<file path="src/design/fetc_pkg.sv">
// fetc_pkg: code groups, scrambler taps, states and carrier types of the coding path
`default_nettype none
package fetc_pkg;
	localparam int GRP_W        = 5;
	localparam int LFSR_W       = 11;
	localparam int TAP_HI       = 10;
	localparam int TAP_LO       = 8;
	localparam int RX_LOCK_BITS = 30;
	localparam logic [2:0]  GRP_LAST  = 3'h4;
	localparam logic [10:0] LFSR_SEED = 11'h7ff;
	localparam logic [4:0]  CG_IDLE   = 5'h1f;
	localparam logic [4:0]  CG_J      = 5'h18;
	localparam logic [4:0]  CG_K      = 5'h11;
	localparam logic [4:0]  CG_T      = 5'h0d;
	localparam logic [4:0]  CG_R      = 5'h07;
	localparam logic [4:0]  CG_H      = 5'h04;
	localparam logic [9:0]  CG_JK     = 10'h311;
	localparam logic [3:0]  PRE_NIB   = 4'h5;
	localparam logic [1:0]  MLT_POS   = 2'h1;
	localparam logic [1:0]  MLT_NEG   = 2'h3;
	localparam logic [4:0]  CG_DATA [16] = '{5'h1e, 5'h09, 5'h14, 5'h15, 5'h0a, 5'h0b, 5'h0e, 5'h0f,
		5'h12, 5'h13, 5'h16, 5'h17, 5'h1a, 5'h1b, 5'h1c, 5'h1d};

	typedef enum logic [5:0] {TX_IDLE = 6'h01, TX_J = 6'h02, TX_K = 6'h04,
		TX_DATA = 6'h08, TX_T = 6'h10, TX_R = 6'h20} fetc_tx_e;
	typedef enum logic [2:0] {RX_HUNT = 3'h1, RX_FRAME = 3'h2, RX_ENDR = 3'h4} fetc_rx_e;

	typedef struct packed {logic en; logic [3:0] d;} fetc_txmii_s;
	typedef struct packed {logic dv; logic er; logic stb; logic [3:0] d;} fetc_rxmii_s;
	typedef struct packed {logic pos; logic neg;} fetc_mlt_s;

	typedef struct packed {
		fetc_tx_e     tx_st;
		logic [2:0]   tx_cnt;
		logic [4:0]   tx_sh;
		logic [10:0]  tx_lfsr;
		logic         tx_stb;
		logic         tx_nrzi;
		logic [1:0]   tx_ph;
		fetc_mlt_s    tx_line;
		fetc_mlt_s    rx_lvl;
		logic         rx_nrzi;
		logic         rx_nrzi_q;
		logic [10:0]  rx_lfsr;
		logic [5:0]   rx_mcnt;
		logic         rx_lock;
		logic [9:0]   rx_win;
		fetc_rx_e     rx_st;
		logic [2:0]   rx_cnt;
		logic         rx_pre2;
		fetc_rxmii_s  rx_mii;
	} fetc_st_s;

	// five key bits, first one for the group msb, plus the advanced register
	function automatic logic [15:0] fetc_scr5(input logic [10:0] seed);
		logic [10:0] s;
		logic [4:0]  k;
		s = seed;
		k = '0;
		for (int i = 4; i >= 0; i--)
		begin
			k[i] = s[TAP_HI] ^ s[TAP_LO];
			s = {s[9:0], k[i]};
		end
		return {k, s};
	endfunction : fetc_scr5

	// msb set when the group is one of the sixteen data groups
	function automatic logic [4:0] fetc_dec5(input logic [4:0] grp);
		logic [4:0] r;
		r = '0;
		for (int i = 0; i < 16; i++)
		begin
			if (CG_DATA[i] == grp)
				r = {1'b1, 4'(i)};
		end
		return r;
	endfunction : fetc_dec5
endpackage : fetc_pkg
`default_nettype wire

</file>
<file path="src/design/fetc_top.sv">
// fetc_top: 100 Mb/s transmit and receive coding path, one line symbol per core clock
//
// How it works
// - each data nibble goes out as its fixed five bit group from the data table.
// - frame start sends J then K in place of the first two preamble nibbles.
// - transmit enable falling ends the frame with T then R.
// - idle groups are sent whenever no frame is running, including after R.
// - bypass input sends the raw five bit symbol instead of the encoded nibble.
// - the key stream is xored onto each five bit group before serialising.
// - each scrambled group is shifted out msb first, one bit per clock.
// - serial bits are nrzi coded, a one toggles the level.
// - every nrzi transition steps the three level phase, so pulses alternate sign.
// - receive path turns the line bit stream into nibbles with a strobe.
// - three level input is turned back into an nrzi stream.
// - descrambler locks to idle on the line; clock is the core clock itself.
// - nrzi to nrz, a transition gives one, no transition gives zero.
// - the received bits are descrambled with the same key stream.
// - a J K pair in the window fixes the group boundary for the frame.
// - each aligned group is looked up in the same data table.
// - the J K pair is replaced by two preamble nibbles of 0101.
// - the T R pair ends the frame and yields no nibbles.
// - H and the invalid groups have no nibble value.
`default_nettype none
module fetc_top #(
	parameter int LOCK_BITS = fetc_pkg::RX_LOCK_BITS
) (
	input  wire logic                  i_core_clk,
	input  wire logic                  i_nrst,
	input  wire fetc_pkg::fetc_txmii_s i_tx_mii,
	input  wire logic                  i_tx_bypass,
	input  wire logic [4:0]            i_tx_sym,
	output logic                       o_tx_stb,
	output var  fetc_pkg::fetc_mlt_s   o_tx_line,
	input  wire fetc_pkg::fetc_mlt_s   i_rx_line,
	input  wire logic                  i_sig_det,
	output logic                       o_rx_lock,
	output var  fetc_pkg::fetc_rxmii_s o_rx_mii
);
	// the match counter is six bits and must outlast the register length
	if (LOCK_BITS < 12 || LOCK_BITS > 63)
	begin : g_chk
		$error("fetc_top: LOCK_BITS out of range");
	end

	logic [1:0]        rst_sync_ff;
	logic              rst_n;
	fetc_pkg::fetc_st_s s_ff;
	fetc_pkg::fetc_st_s nxt_s;
	logic [15:0]       tx_scr;
	logic [4:0]        tx_key;
	logic              tx_load;
	logic [4:0]        tx_grp;
	logic              rx_b;
	logic              rx_k;
	logic              rx_d;
	logic              rx_go;
	logic [4:0]        rx_grp;
	logic [4:0]        rx_dec;

	always_ff @(posedge i_core_clk or negedge i_nrst)
	begin
		if (!i_nrst)
			rst_sync_ff <= 2'h0;
		else
			rst_sync_ff <= {rst_sync_ff[0], 1'b1};
	end
	assign rst_n = rst_sync_ff[1];

	assign tx_scr  = fetc_pkg::fetc_scr5(s_ff.tx_lfsr);
	assign tx_key  = tx_scr[15:11];
	assign tx_load = (s_ff.tx_cnt == fetc_pkg::GRP_LAST);

	always_comb
	begin
		nxt_s  = s_ff;
		tx_grp = fetc_pkg::CG_IDLE;
		rx_b   = s_ff.rx_nrzi ^ s_ff.rx_nrzi_q;
		rx_k   = s_ff.rx_lfsr[fetc_pkg::TAP_HI] ^ s_ff.rx_lfsr[fetc_pkg::TAP_LO];
		rx_d   = rx_b ^ rx_k;
		rx_go  = s_ff.rx_lock & i_sig_det;
		// transmit: group load every fifth clock, bits shift out between loads
		nxt_s.tx_stb = 1'b0;
		nxt_s.tx_sh  = {s_ff.tx_sh[3:0], 1'b0};
		nxt_s.tx_cnt = s_ff.tx_cnt + 3'h1;
		if (tx_load)
		begin
			nxt_s.tx_cnt = 3'h0;
			if (i_tx_bypass)
			begin
				tx_grp       = i_tx_sym;
				nxt_s.tx_st  = fetc_pkg::TX_IDLE;
				nxt_s.tx_stb = 1'b1;
			end
			else
			begin
				unique case (s_ff.tx_st)
					fetc_pkg::TX_IDLE:
					begin
						if (i_tx_mii.en)
						begin
							tx_grp       = fetc_pkg::CG_J;
							nxt_s.tx_st  = fetc_pkg::TX_J;
							nxt_s.tx_stb = 1'b1;
						end
					end
					fetc_pkg::TX_J:
					begin
						tx_grp       = fetc_pkg::CG_K;
						nxt_s.tx_st  = fetc_pkg::TX_K;
						nxt_s.tx_stb = 1'b1;
					end
					fetc_pkg::TX_K, fetc_pkg::TX_DATA:
					begin
						if (i_tx_mii.en)
						begin
							tx_grp       = fetc_pkg::CG_DATA[i_tx_mii.d];
							nxt_s.tx_st  = fetc_pkg::TX_DATA;
							nxt_s.tx_stb = 1'b1;
						end
						else
						begin
							tx_grp      = fetc_pkg::CG_T;
							nxt_s.tx_st = fetc_pkg::TX_T;
						end
					end
					fetc_pkg::TX_T:
					begin
						tx_grp      = fetc_pkg::CG_R;
						nxt_s.tx_st = fetc_pkg::TX_R;
					end
					fetc_pkg::TX_R:
						// at least one idle before the next J so the far end sees a gap
						nxt_s.tx_st = fetc_pkg::TX_IDLE;
					default:
						nxt_s.tx_st = fetc_pkg::TX_IDLE;
				endcase
			end
			nxt_s.tx_sh   = tx_grp ^ tx_key;
			nxt_s.tx_lfsr = tx_scr[10:0];
		end
		nxt_s.tx_nrzi = s_ff.tx_nrzi ^ s_ff.tx_sh[4];
		if (nxt_s.tx_nrzi != s_ff.tx_nrzi)
			nxt_s.tx_ph = s_ff.tx_ph + 2'h1;
		nxt_s.tx_line.pos = (nxt_s.tx_ph == fetc_pkg::MLT_POS);
		nxt_s.tx_line.neg = (nxt_s.tx_ph == fetc_pkg::MLT_NEG);
		// receive: any level change on the three level input is an nrzi toggle
		nxt_s.rx_lvl    = i_rx_line;
		nxt_s.rx_nrzi   = s_ff.rx_nrzi ^ (i_rx_line != s_ff.rx_lvl);
		nxt_s.rx_nrzi_q = s_ff.rx_nrzi;
		nxt_s.rx_mii.stb = 1'b0;
		if (!i_sig_det)
		begin
			nxt_s.rx_lock = 1'b0;
			nxt_s.rx_mcnt = 6'h00;
		end
		else if (!s_ff.rx_lock)
		begin
			// idle is all ones, so the inverted line bit is the key while hunting
			nxt_s.rx_lfsr = {s_ff.rx_lfsr[9:0], ~rx_b};
			if (rx_k == ~rx_b)
			begin
				nxt_s.rx_mcnt = s_ff.rx_mcnt + 6'h01;
				if (s_ff.rx_mcnt == 6'(LOCK_BITS - 1))
					nxt_s.rx_lock = 1'b1;
			end
			else
				nxt_s.rx_mcnt = 6'h00;
		end
		else
		begin
			nxt_s.rx_lfsr = {s_ff.rx_lfsr[9:0], rx_k};
			nxt_s.rx_win  = {s_ff.rx_win[8:0], rx_d};
		end
		rx_grp = nxt_s.rx_win[4:0];
		rx_dec = fetc_pkg::fetc_dec5(rx_grp);
		unique case (s_ff.rx_st)
			fetc_pkg::RX_HUNT:
			begin
				if (nxt_s.rx_win == fetc_pkg::CG_JK)
				begin
					nxt_s.rx_st      = fetc_pkg::RX_FRAME;
					nxt_s.rx_cnt     = 3'h0;
					nxt_s.rx_pre2    = 1'b1;
					nxt_s.rx_mii.dv  = 1'b1;
					nxt_s.rx_mii.er  = 1'b0;
					nxt_s.rx_mii.stb = 1'b1;
					nxt_s.rx_mii.d   = fetc_pkg::PRE_NIB;
				end
			end
			fetc_pkg::RX_FRAME:
			begin
				nxt_s.rx_cnt  = s_ff.rx_cnt + 3'h1;
				nxt_s.rx_pre2 = 1'b0;
				if (s_ff.rx_pre2)
				begin
					nxt_s.rx_mii.stb = 1'b1;
					nxt_s.rx_mii.d   = fetc_pkg::PRE_NIB;
				end
				if (s_ff.rx_cnt == fetc_pkg::GRP_LAST)
				begin
					nxt_s.rx_cnt = 3'h0;
					if (rx_grp == fetc_pkg::CG_T)
					begin
						nxt_s.rx_st     = fetc_pkg::RX_ENDR;
						nxt_s.rx_mii.dv = 1'b0;
						nxt_s.rx_mii.er = 1'b0;
					end
					else if (rx_grp == fetc_pkg::CG_IDLE)
					begin
						// frame cut short without T R: close it quietly
						nxt_s.rx_st     = fetc_pkg::RX_HUNT;
						nxt_s.rx_mii.dv = 1'b0;
						nxt_s.rx_mii.er = 1'b0;
					end
					else
					begin
						nxt_s.rx_mii.stb = 1'b1;
						nxt_s.rx_mii.d   = rx_dec[3:0];
						nxt_s.rx_mii.er  = ~rx_dec[4];
					end
				end
			end
			fetc_pkg::RX_ENDR:
			begin
				nxt_s.rx_cnt = s_ff.rx_cnt + 3'h1;
				if (s_ff.rx_cnt == fetc_pkg::GRP_LAST)
				begin
					nxt_s.rx_cnt = 3'h0;
					nxt_s.rx_st  = fetc_pkg::RX_HUNT;
				end
			end
			default:
			begin
				nxt_s.rx_st     = fetc_pkg::RX_HUNT;
				nxt_s.rx_mii.dv = 1'b0;
			end
		endcase
		if (!rx_go)
		begin
			nxt_s.rx_st      = fetc_pkg::RX_HUNT;
			nxt_s.rx_cnt     = 3'h0;
			nxt_s.rx_pre2    = 1'b0;
			nxt_s.rx_mii.dv  = 1'b0;
			nxt_s.rx_mii.er  = 1'b0;
			nxt_s.rx_mii.stb = 1'b0;
		end
	end

	always_ff @(posedge i_core_clk or negedge rst_n)
	begin
		if (!rst_n)
		begin
			s_ff         <= '0;
			s_ff.tx_st   <= fetc_pkg::TX_IDLE;
			s_ff.rx_st   <= fetc_pkg::RX_HUNT;
			s_ff.tx_lfsr <= fetc_pkg::LFSR_SEED;
			s_ff.rx_lfsr <= fetc_pkg::LFSR_SEED;
		end
		else
			s_ff <= nxt_s;
	end

	assign o_tx_stb  = s_ff.tx_stb;
	assign o_tx_line = s_ff.tx_line;
	assign o_rx_lock = s_ff.rx_lock;
	assign o_rx_mii  = s_ff.rx_mii;

	property p_idle_fill;
		@(posedge i_core_clk) disable iff (!rst_n)
		(tx_load && !i_tx_bypass && !i_tx_mii.en && s_ff.tx_st == fetc_pkg::TX_IDLE)
		|=> (s_ff.tx_st == fetc_pkg::TX_IDLE) && (s_ff.tx_sh == (fetc_pkg::CG_IDLE ^ $past(tx_key)));
	endproperty
	a_idle_fill: assert property (p_idle_fill) else $error("idle not sent");

	property p_start_jk;
		@(posedge i_core_clk) disable iff (!rst_n)
		(tx_load && !i_tx_bypass && i_tx_mii.en && s_ff.tx_st == fetc_pkg::TX_IDLE)
		|=> (s_ff.tx_sh == (fetc_pkg::CG_J ^ $past(tx_key))) && o_tx_stb ##5 (s_ff.tx_st == fetc_pkg::TX_K);
	endproperty
	a_start_jk: assert property (p_start_jk) else $error("start pair wrong");

	property p_end_t;
		@(posedge i_core_clk) disable iff (!rst_n)
		(tx_load && !i_tx_bypass && !i_tx_mii.en && s_ff.tx_st == fetc_pkg::TX_DATA)
		|=> (s_ff.tx_st == fetc_pkg::TX_T) && !o_tx_stb && (s_ff.tx_sh == (fetc_pkg::CG_T ^ $past(tx_key)));
	endproperty
	a_end_t: assert property (p_end_t) else $error("end delimiter wrong");

	property p_enc_data;
		@(posedge i_core_clk) disable iff (!rst_n)
		(tx_load && !i_tx_bypass && i_tx_mii.en && s_ff.tx_st == fetc_pkg::TX_DATA)
		|=> s_ff.tx_sh == (fetc_pkg::CG_DATA[$past(i_tx_mii.d)] ^ $past(tx_key));
	endproperty
	a_enc_data: assert property (p_enc_data) else $error("data group wrong");

	property p_bypass;
		@(posedge i_core_clk) disable iff (!rst_n)
		(tx_load && i_tx_bypass) |=> s_ff.tx_sh == ($past(i_tx_sym) ^ $past(tx_key));
	endproperty
	a_bypass: assert property (p_bypass) else $error("bypass symbol wrong");

	property p_serial;
		@(posedge i_core_clk) disable iff (!rst_n)
		!tx_load |=> s_ff.tx_sh == {$past(s_ff.tx_sh[3:0]), 1'b0};
	endproperty
	a_serial: assert property (p_serial) else $error("serialiser slipped");

	property p_nrzi;
		@(posedge i_core_clk) disable iff (!rst_n)
		s_ff.tx_sh[4] |=> s_ff.tx_nrzi != $past(s_ff.tx_nrzi);
	endproperty
	a_nrzi: assert property (p_nrzi) else $error("nrzi missed a one");

	property p_mlt_alt;
		@(posedge i_core_clk) disable iff (!rst_n)
		$rose(o_tx_line.pos) |-> !o_tx_line.neg && $past(s_ff.tx_ph) == 2'h0;
	endproperty
	a_mlt_alt: assert property (p_mlt_alt) else $error("line pulses not alternating");

	property p_rx_nrzi;
		@(posedge i_core_clk) disable iff (!rst_n)
		(i_rx_line != s_ff.rx_lvl) |=> s_ff.rx_nrzi != $past(s_ff.rx_nrzi);
	endproperty
	a_rx_nrzi: assert property (p_rx_nrzi) else $error("line change lost");

	property p_lock_drop;
		@(posedge i_core_clk) disable iff (!rst_n)
		!i_sig_det |=> !o_rx_lock ##1 !o_rx_mii.dv;
	endproperty
	a_lock_drop: assert property (p_lock_drop) else $error("lock kept without signal");

	property p_pre_pair;
		@(posedge i_core_clk) disable iff (!rst_n)
		$rose(o_rx_mii.dv) |-> o_rx_mii.stb && o_rx_mii.d == fetc_pkg::PRE_NIB
		##1 (o_rx_mii.stb && o_rx_mii.d == fetc_pkg::PRE_NIB) || !o_rx_mii.dv;
	endproperty
	a_pre_pair: assert property (p_pre_pair) else $error("preamble nibbles wrong");

	property p_end_strip;
		@(posedge i_core_clk) disable iff (!rst_n)
		(s_ff.rx_st == fetc_pkg::RX_ENDR) |-> !o_rx_mii.dv && !o_rx_mii.stb;
	endproperty
	a_end_strip: assert property (p_end_strip) else $error("end pair passed on");

	// loss of signal legally cuts the held error short
	property p_err_hold;
		@(posedge i_core_clk) disable iff (!rst_n || !i_sig_det)
		(o_rx_mii.stb && o_rx_mii.er && rx_go) |=> o_rx_mii.er [*4];
	endproperty
	a_err_hold: assert property (p_err_hold) else $error("error not held a nibble time");

	c_tx_frame: cover property (@(posedge i_core_clk) disable iff (!rst_n) s_ff.tx_st == fetc_pkg::TX_R);
	c_rx_frame: cover property (@(posedge i_core_clk) disable iff (!rst_n) $fell(o_rx_mii.dv));
	c_rx_err: cover property (@(posedge i_core_clk) disable iff (!rst_n) o_rx_mii.stb && o_rx_mii.er);
	c_bypass: cover property (@(posedge i_core_clk) disable iff (!rst_n) tx_load && i_tx_bypass);
endmodule : fetc_top
`default_nettype wire
</file>
<file path="config.mk">
export PLATFORM = sky130hd
export DESIGN_NAME = fetc_top
export DESIGN_NICKNAME = d
export VERILOG_FILES = /design/src/design/fetc_pkg.sv /design/src/design/fetc_top.sv
export SDC_FILE = /design/constraint.sdc
export NUM_CORES = 1
export LEC_CHECK = 0
export ABC_AREA = 0
export BUFFER_PORTS_ARGS = -buffer_cell sky130_fd_sc_hd__buf_2
export CAP_MARGIN = 20
export CORE_UTILIZATION = 30
export DETAILED_ROUTE_END_ITERATION = 12
export PLACE_DENSITY = 0.45
export SYNTH_ARGS = -nofsm -noshare
export SYNTH_HDL_FRONTEND = slang
export SYNTH_SLANG_ARGS = --single-unit
export TNS_END_PERCENT = 20
</file>
<file path="constraint.sdc">
create_clock -name i_core_clk -period 7 [get_ports i_core_clk]
set_clock_uncertainty 0.05 [all_clocks]
set_input_delay 0.7 -clock i_core_clk [delete_from_list [all_inputs] [get_ports i_core_clk]]
set_output_delay 0.7 -clock i_core_clk [all_outputs]
set_load 0.02 [all_outputs]
</file>
**Yosys cells after proc, flatten, opt, wreduce, memory -nomap -nowiden**

Memories as Yosys holds them, arrays and structs flattened.
Cells that the tools add are included.
Widths: inputs -> output; s select.

- Multiply operators: 0
- Divide/modulo/power cells: 0
- $lt $le $gt $ge: 1
- Muxes and demuxes: 58
- Bitwise logic cells: 15
- $add $sub $neg: 4
- Equality and inequality tests: 45
- Shift-type cells: 0
- Reduce and logical (&&, ||, !) cells: 10

Operators with widths:

| operator | count |
|---|---|
| $mux 5 | 25 |
| $eq 5x5->1 const A | 11 |
| $mux 10 | 3 |
| $mux 6 | 5 |
| $eq 4x5->1 const A | 5 |
| $pmux 6 s4 | 1 |
| $mux 7 | 3 |
| $mux 20 | 1 |
| $pmux 5 s4 | 1 |
| $pmux 3 s3 | 2 |
| $mux 14 | 1 |
| $eq 6x5->1 const B | 2 |
| $ne 3x3->1 const B | 4 |
| $pmux 6 s2 | 1 |
| $eq 10x10->1 const B | 1 |
| $xor 1x1->1 | 10 |
| $eq 3x3->1 const B | 3 |
| $mux 3 | 3 |
| $reduce_and 2->1 | 4 |
| $reduce_and 4->1 | 2 |
| $mux 1 | 7 |
| $add 3x1->3 const B | 2 |
| $add 6x1->6 const B | 1 |
| $eq 6x1->1 const B | 1 |
| other kinds (29) | 34 |

- Memory bits (writable): 0
- Flip-flop bits (word level): 79
- Word-level logic and storage cells: 159
- Memories kept: 1
- Output and inout port bits: 11
- Latch bits: 0
- Memory bits (read-only): 80

Memories:

| name | words | width | rd ports | clocked after memory_dff | write ports | line | text |
|---|---|---|---|---|---|---|---|
| (no name shown) | 16 | 5 | 1 | 0 | 0 | fetc_top.sv:116 | `tx_grp = fetc_pkg::CG_DATA[i_tx_mii.d];` |

**Longest topological paths before layout**

- Depth after elaboration: 27
- Gate-level depth with buffers: 9

**Least setup slack after synthesis**

No wires, ideal clock.

- Path type: input-to-reg
- From: in i_sig_det
- To: reg s_ff, in the netlist o_rx_mii[1]
- Data arrival time: 2.100 ns
- Stages on the path: 8
- Required time: 6.828 ns
- Library setup time: 0.122 ns
- Slack: 4.728 ns
- Path buffers: 3
- Cells stage by stage: buf_2 -> clkbuf_1 -> nand3_1 -> o22ai_1 -> and3_1 -> nand4_1 -> buf_2 -> a32o_1

- Cells in the longest elaborated chain, start to end: 21
- Elaborated cells on any way between the ends: 40

Ends and longest elaborated chain:

| element | line | text |
|---|---|---|
| from (decl) | fetc_top.sv:35 | `input wire logic i_sig_det,` |
| $mux 10 * | fetc_top.sv:151 | `if (!i_sig_det)` |
| $eq 4x5->1 | fetc_pkg.sv:74 | `if (CG_DATA[i] == grp)` |
| $mux 5 (15 in series) | fetc_pkg.sv:74 |  |
| $mux 5 | fetc_top.sv:208 | `else if (rx_grp == fetc_pkg::CG_IDLE)` |
| $mux 5 | fetc_top.sv:202 | `if (rx_grp == fetc_pkg::CG_T)` |
| $mux 7 | fetc_top.sv:199 | `if (s_ff.rx_cnt == fetc_pkg::GRP_LAST)` |
| $pmux 6 s2 | fetc_top.sv:176 | `unique case (s_ff.rx_st)` |
| to (signal assigned) | fetc_top.sv:260 | `s_ff <= nxt_s;` |
| to (decl) | fetc_top.sv:47 | `fetc_pkg::fetc_st_s s_ff;` |

Every way passes the cells marked *; elsewhere a longest branch is shown, timed or not. The select of a mux whose other input is x is not followed.
A chain may end at the register's enable or synchronous reset.

**Worst setup path in the final report**

Ends and elaborated chain as after synthesis.

==> run_results.csv <==
group,metric,value,unit
pwr,p_switching,380,uW
global_route,grt_pass1_wl,16.2,mm
critical_path,r2r_slack,4.27,ns
synth,synthFlopType,"dfrtp_1",
pwr,ir_drop,0.000119,V
floorplan,coreArea,14000,um^2
pwr,p_clk_share,35.7,%
pwr,internal_power,929,uW
run,max-cap-violations,0,
placement,dp_hpwl,6.13,mm
clocking,cts_max_level,3,
synth,syn_nets,478,
final_layout,fin_nets,482,
critical_path,cp.depth,7,
sta,worstMarginPinSlew,0.708,ns
global_route,grt.total_usage,13.9,%
min_path,hold_class,"in2async",
clocking,ctsRootBufferMaster,"clkbuf_16",
critical_path,path_buf_inv,2,
sta,fmax,353,MHz
critical_path,crit_fanout,32,
sta,slew_viol_final,0,
pwr,p_sw_share,29.0,%
global_route,grt_pass1_vias,3192,
routing,viasPerCell,5.07,
critical_path,end_kind,"flop",
floorplan,io_pins,27,
routing,drt-wirelength-per-cell,14.4,um
critical_path,r2r-start,"o_rx_lock",
critical_path,r2r-end,"o_rx_mii[1]",
clocking,ctsResizeCount,0,
routing,ant_nets,0,
clocking,cts_buffers,9,
synth,syn_inst,456,
sta,fin_crit,2.83,ns
critical_path,startpoint_type,"input pin",
synth,yosys_warnings,0,
placement,gp_congestion,0.804,
routing,vias,3269,
critical_path,criticalPathCategory,"in2reg",
critical_path,cp_slowest_stage_delay,0.46,ns
outcome,outcome,"complete, no violations",
clocking,clk_path_buf_depth,2,
critical_path,cp-startpoint,"i_sig_det",
floorplan,die_area,14900,um^2
clocking,cts_tree,"built",
clocking,clk_pin_slew_worst_paths,0.06,ns
floorplan,die_y,122,um
sta,finalSetupTns,0,ns
synth,ys_ff_latch,78,
critical_path,crit_family,"simple AND/OR/NAND/NOR gates",
clocking,postCtsSetupBuffers,0,
sta,max_slew_margin,52.7,%
sta,setup_viol,0,
routing,wl,9.27,mm
pwr,pwr-share-comb,19.8,%
pwr,total_power,1.31,mW
critical_path,critPathCapture,"o_rx_mii[1]",
pwr,p_per_area,270,nW/um^2
final_layout,area_delta_synth_final,12.0,%
pwr,power_leakage,2.02,nW
global_route,grt_overflow,0,
routing,drtIter0Drc,205,
sta,rsz0062_at_grt,"false",
synth,netlist-cell-type-count,62,
synth,yosysSeqAreaShare,45.8,%
clocking,clkLatencyLatePin,0.34,ns
synth,async_flop_share,100,%
final_layout,final_common_cell,"nand2_1",
critical_path,required,7.18,ns
final_layout,antennaDiodeCount,0,
floorplan,die_x,122,um
floorplan,start_util,31.0,%
clocking,cts_sinks,78,
sta,hold_violations,0,
sta,fin_crit_sh,40.5,%
synth,synth_edf_count,0,
global_route,antenna_found_initial,0,
final_layout,drive_gt1_share,20.2,%
critical_path,slowest_stage,"nand4_1",
synth,avgSynthCellArea,9.50,um^2
clocking,holdBufCountCts,0,
floorplan,num_rows,43,
critical_path,arrival,3.01,ns
placement,port_buffers,26,
routing,drc,0,
critical_path,cp_cell_sequence,"buf_2 > and2_1 > buf_4 > nand2b_1 > o22ai_1 > nand4_1 > a32o_1",
pwr,seq_power_share,44.5,%
routing,dr.pass1.iters,4,
global_route,grt_start_max_net_pins,77,
synth,synth_area,4330,um^2
critical_path,r2r_cells,6,
final_layout,layout_common_cells,"nand2_1 (64), dfrtp_1 (53), o21ai_0 (29), nor2_1 (28), buf_2 (26)",
## area by class of cell
cell class / instances / area [um^2]
tap: 180 / 225
inverter: 15 / 56.3
clock inverter: 4 / 48.8
fill: 1442 / 9140
timing repair buffer: 28 / 165
sequential: 78 / 1990
multi-input combinational: 328 / 2120
clock buffer: 12 / 246
## state kept, by name (all words and copies together), names as in the netlist
register	count
o_tx_line	2
o_rx_mii	7
s_ff	64
o_tx_stb	1
o_rx_lock	1
rst_sync_ff	2
nxt_s	1
## power by group through the flow
stage               combinational, mW  clock, mW  sequential (mW)
finish                          0.259      0.467            0.583
floorplan                       0.205          0            0.584
CTS                             0.254      0.485            0.590
detailed placement              0.253          0            0.598
global route                    0.287      0.499            0.593
global placement                0.253          0            0.595
## Yosys cell counts, types with 8 or more instances
library cell,number,area [um^2]
xnor2_1,10,87.6
a21oi_1,16,80.1
buf_4,9,67.6
inv_1,15,56.3
dfrtp_1,54,1350
xor2_1,12,105
dfstp_2,24,631
nand2_1,64,240
a31oi_1,8,50.1
nor2_1,28,105
clkbuf_1,17,63.8
nand2b_1,10,62.6
mux2_2,17,191
o21ai_0,29,145
nand3_1,16,80.1
## metal layers
| layer | GRT usage [%] | vias up | wire [um] |
|---|---|---|---|
| li1 | - | 1617 | - |
| met1 | 18.6 | 1571 | 4460 |
| met2 | 20.9 | 66 | 4200 |
| met3 | 3.28 | 15 | 378 |
| met4 | 7.16 | 0 | 231 |
| met5 | 0 | - | 0 |
## how the worst min path moves through the flow
stage / cells after the start / endpoint
2_1_floorplan: 0 / rst_sync_ff[1]
3_3_place_gp: 0 / rst_sync_ff[1]
3_5_place_dp: 0 / rst_sync_ff[1]
4_1_cts: 1 / rst_sync_ff[1]
5_1_grt: 1 / rst_sync_ff[1]
6_report: 1 / rst_sync_ff[1]
## worst register-to-register path, delay by kind of cell, from the launching register on
kind	cells	cell delay, ns
flops	1	0.63
buf+inv	1	0.35
simple gates	3	0.89
compound gates	2	0.70
## per-stage QoR
step / area (um^2) / instances / util [%] / hold WS [ns] / setup slack (ns)
floorplan: 4330 / 456 / - / 0.281 / 4.66
global placement: 4530 / 628 / 32.4 / 0.288 / 3.82
detailed placement: 4530 / 628 / 32.4 / 0.289 / 3.82
CTS: 4820 / 644 / 34.5 / 0.0766 / 4.19
global route: 4850 / 645 / 34.7 / 0.0805 / 3.92
finish: 4850 / 645 / 34.7 / 0.0921 / 4.17
## cell families (layout without fill, tap and decap cells)
| logic type | Yosys count | in the layout | share of synthesized area (%) |
|---|---|---|---|
| buf+inv | 50 | 59 | 5.23 |
| compound gates | 117 | 117 | 18.0 |
| simple gates | 157 | 157 | 17.5 |
| other cells | 1 | 1 | 0.0866 |
| xor+xnor | 25 | 25 | 6.10 |
| fa+ha+maj | 7 | 7 | 1.99 |
| flops | 78 | 78 | 45.8 |
| mux | 21 | 21 | 5.35 |
Note: power is estimated with default switching activity, not from simulation.
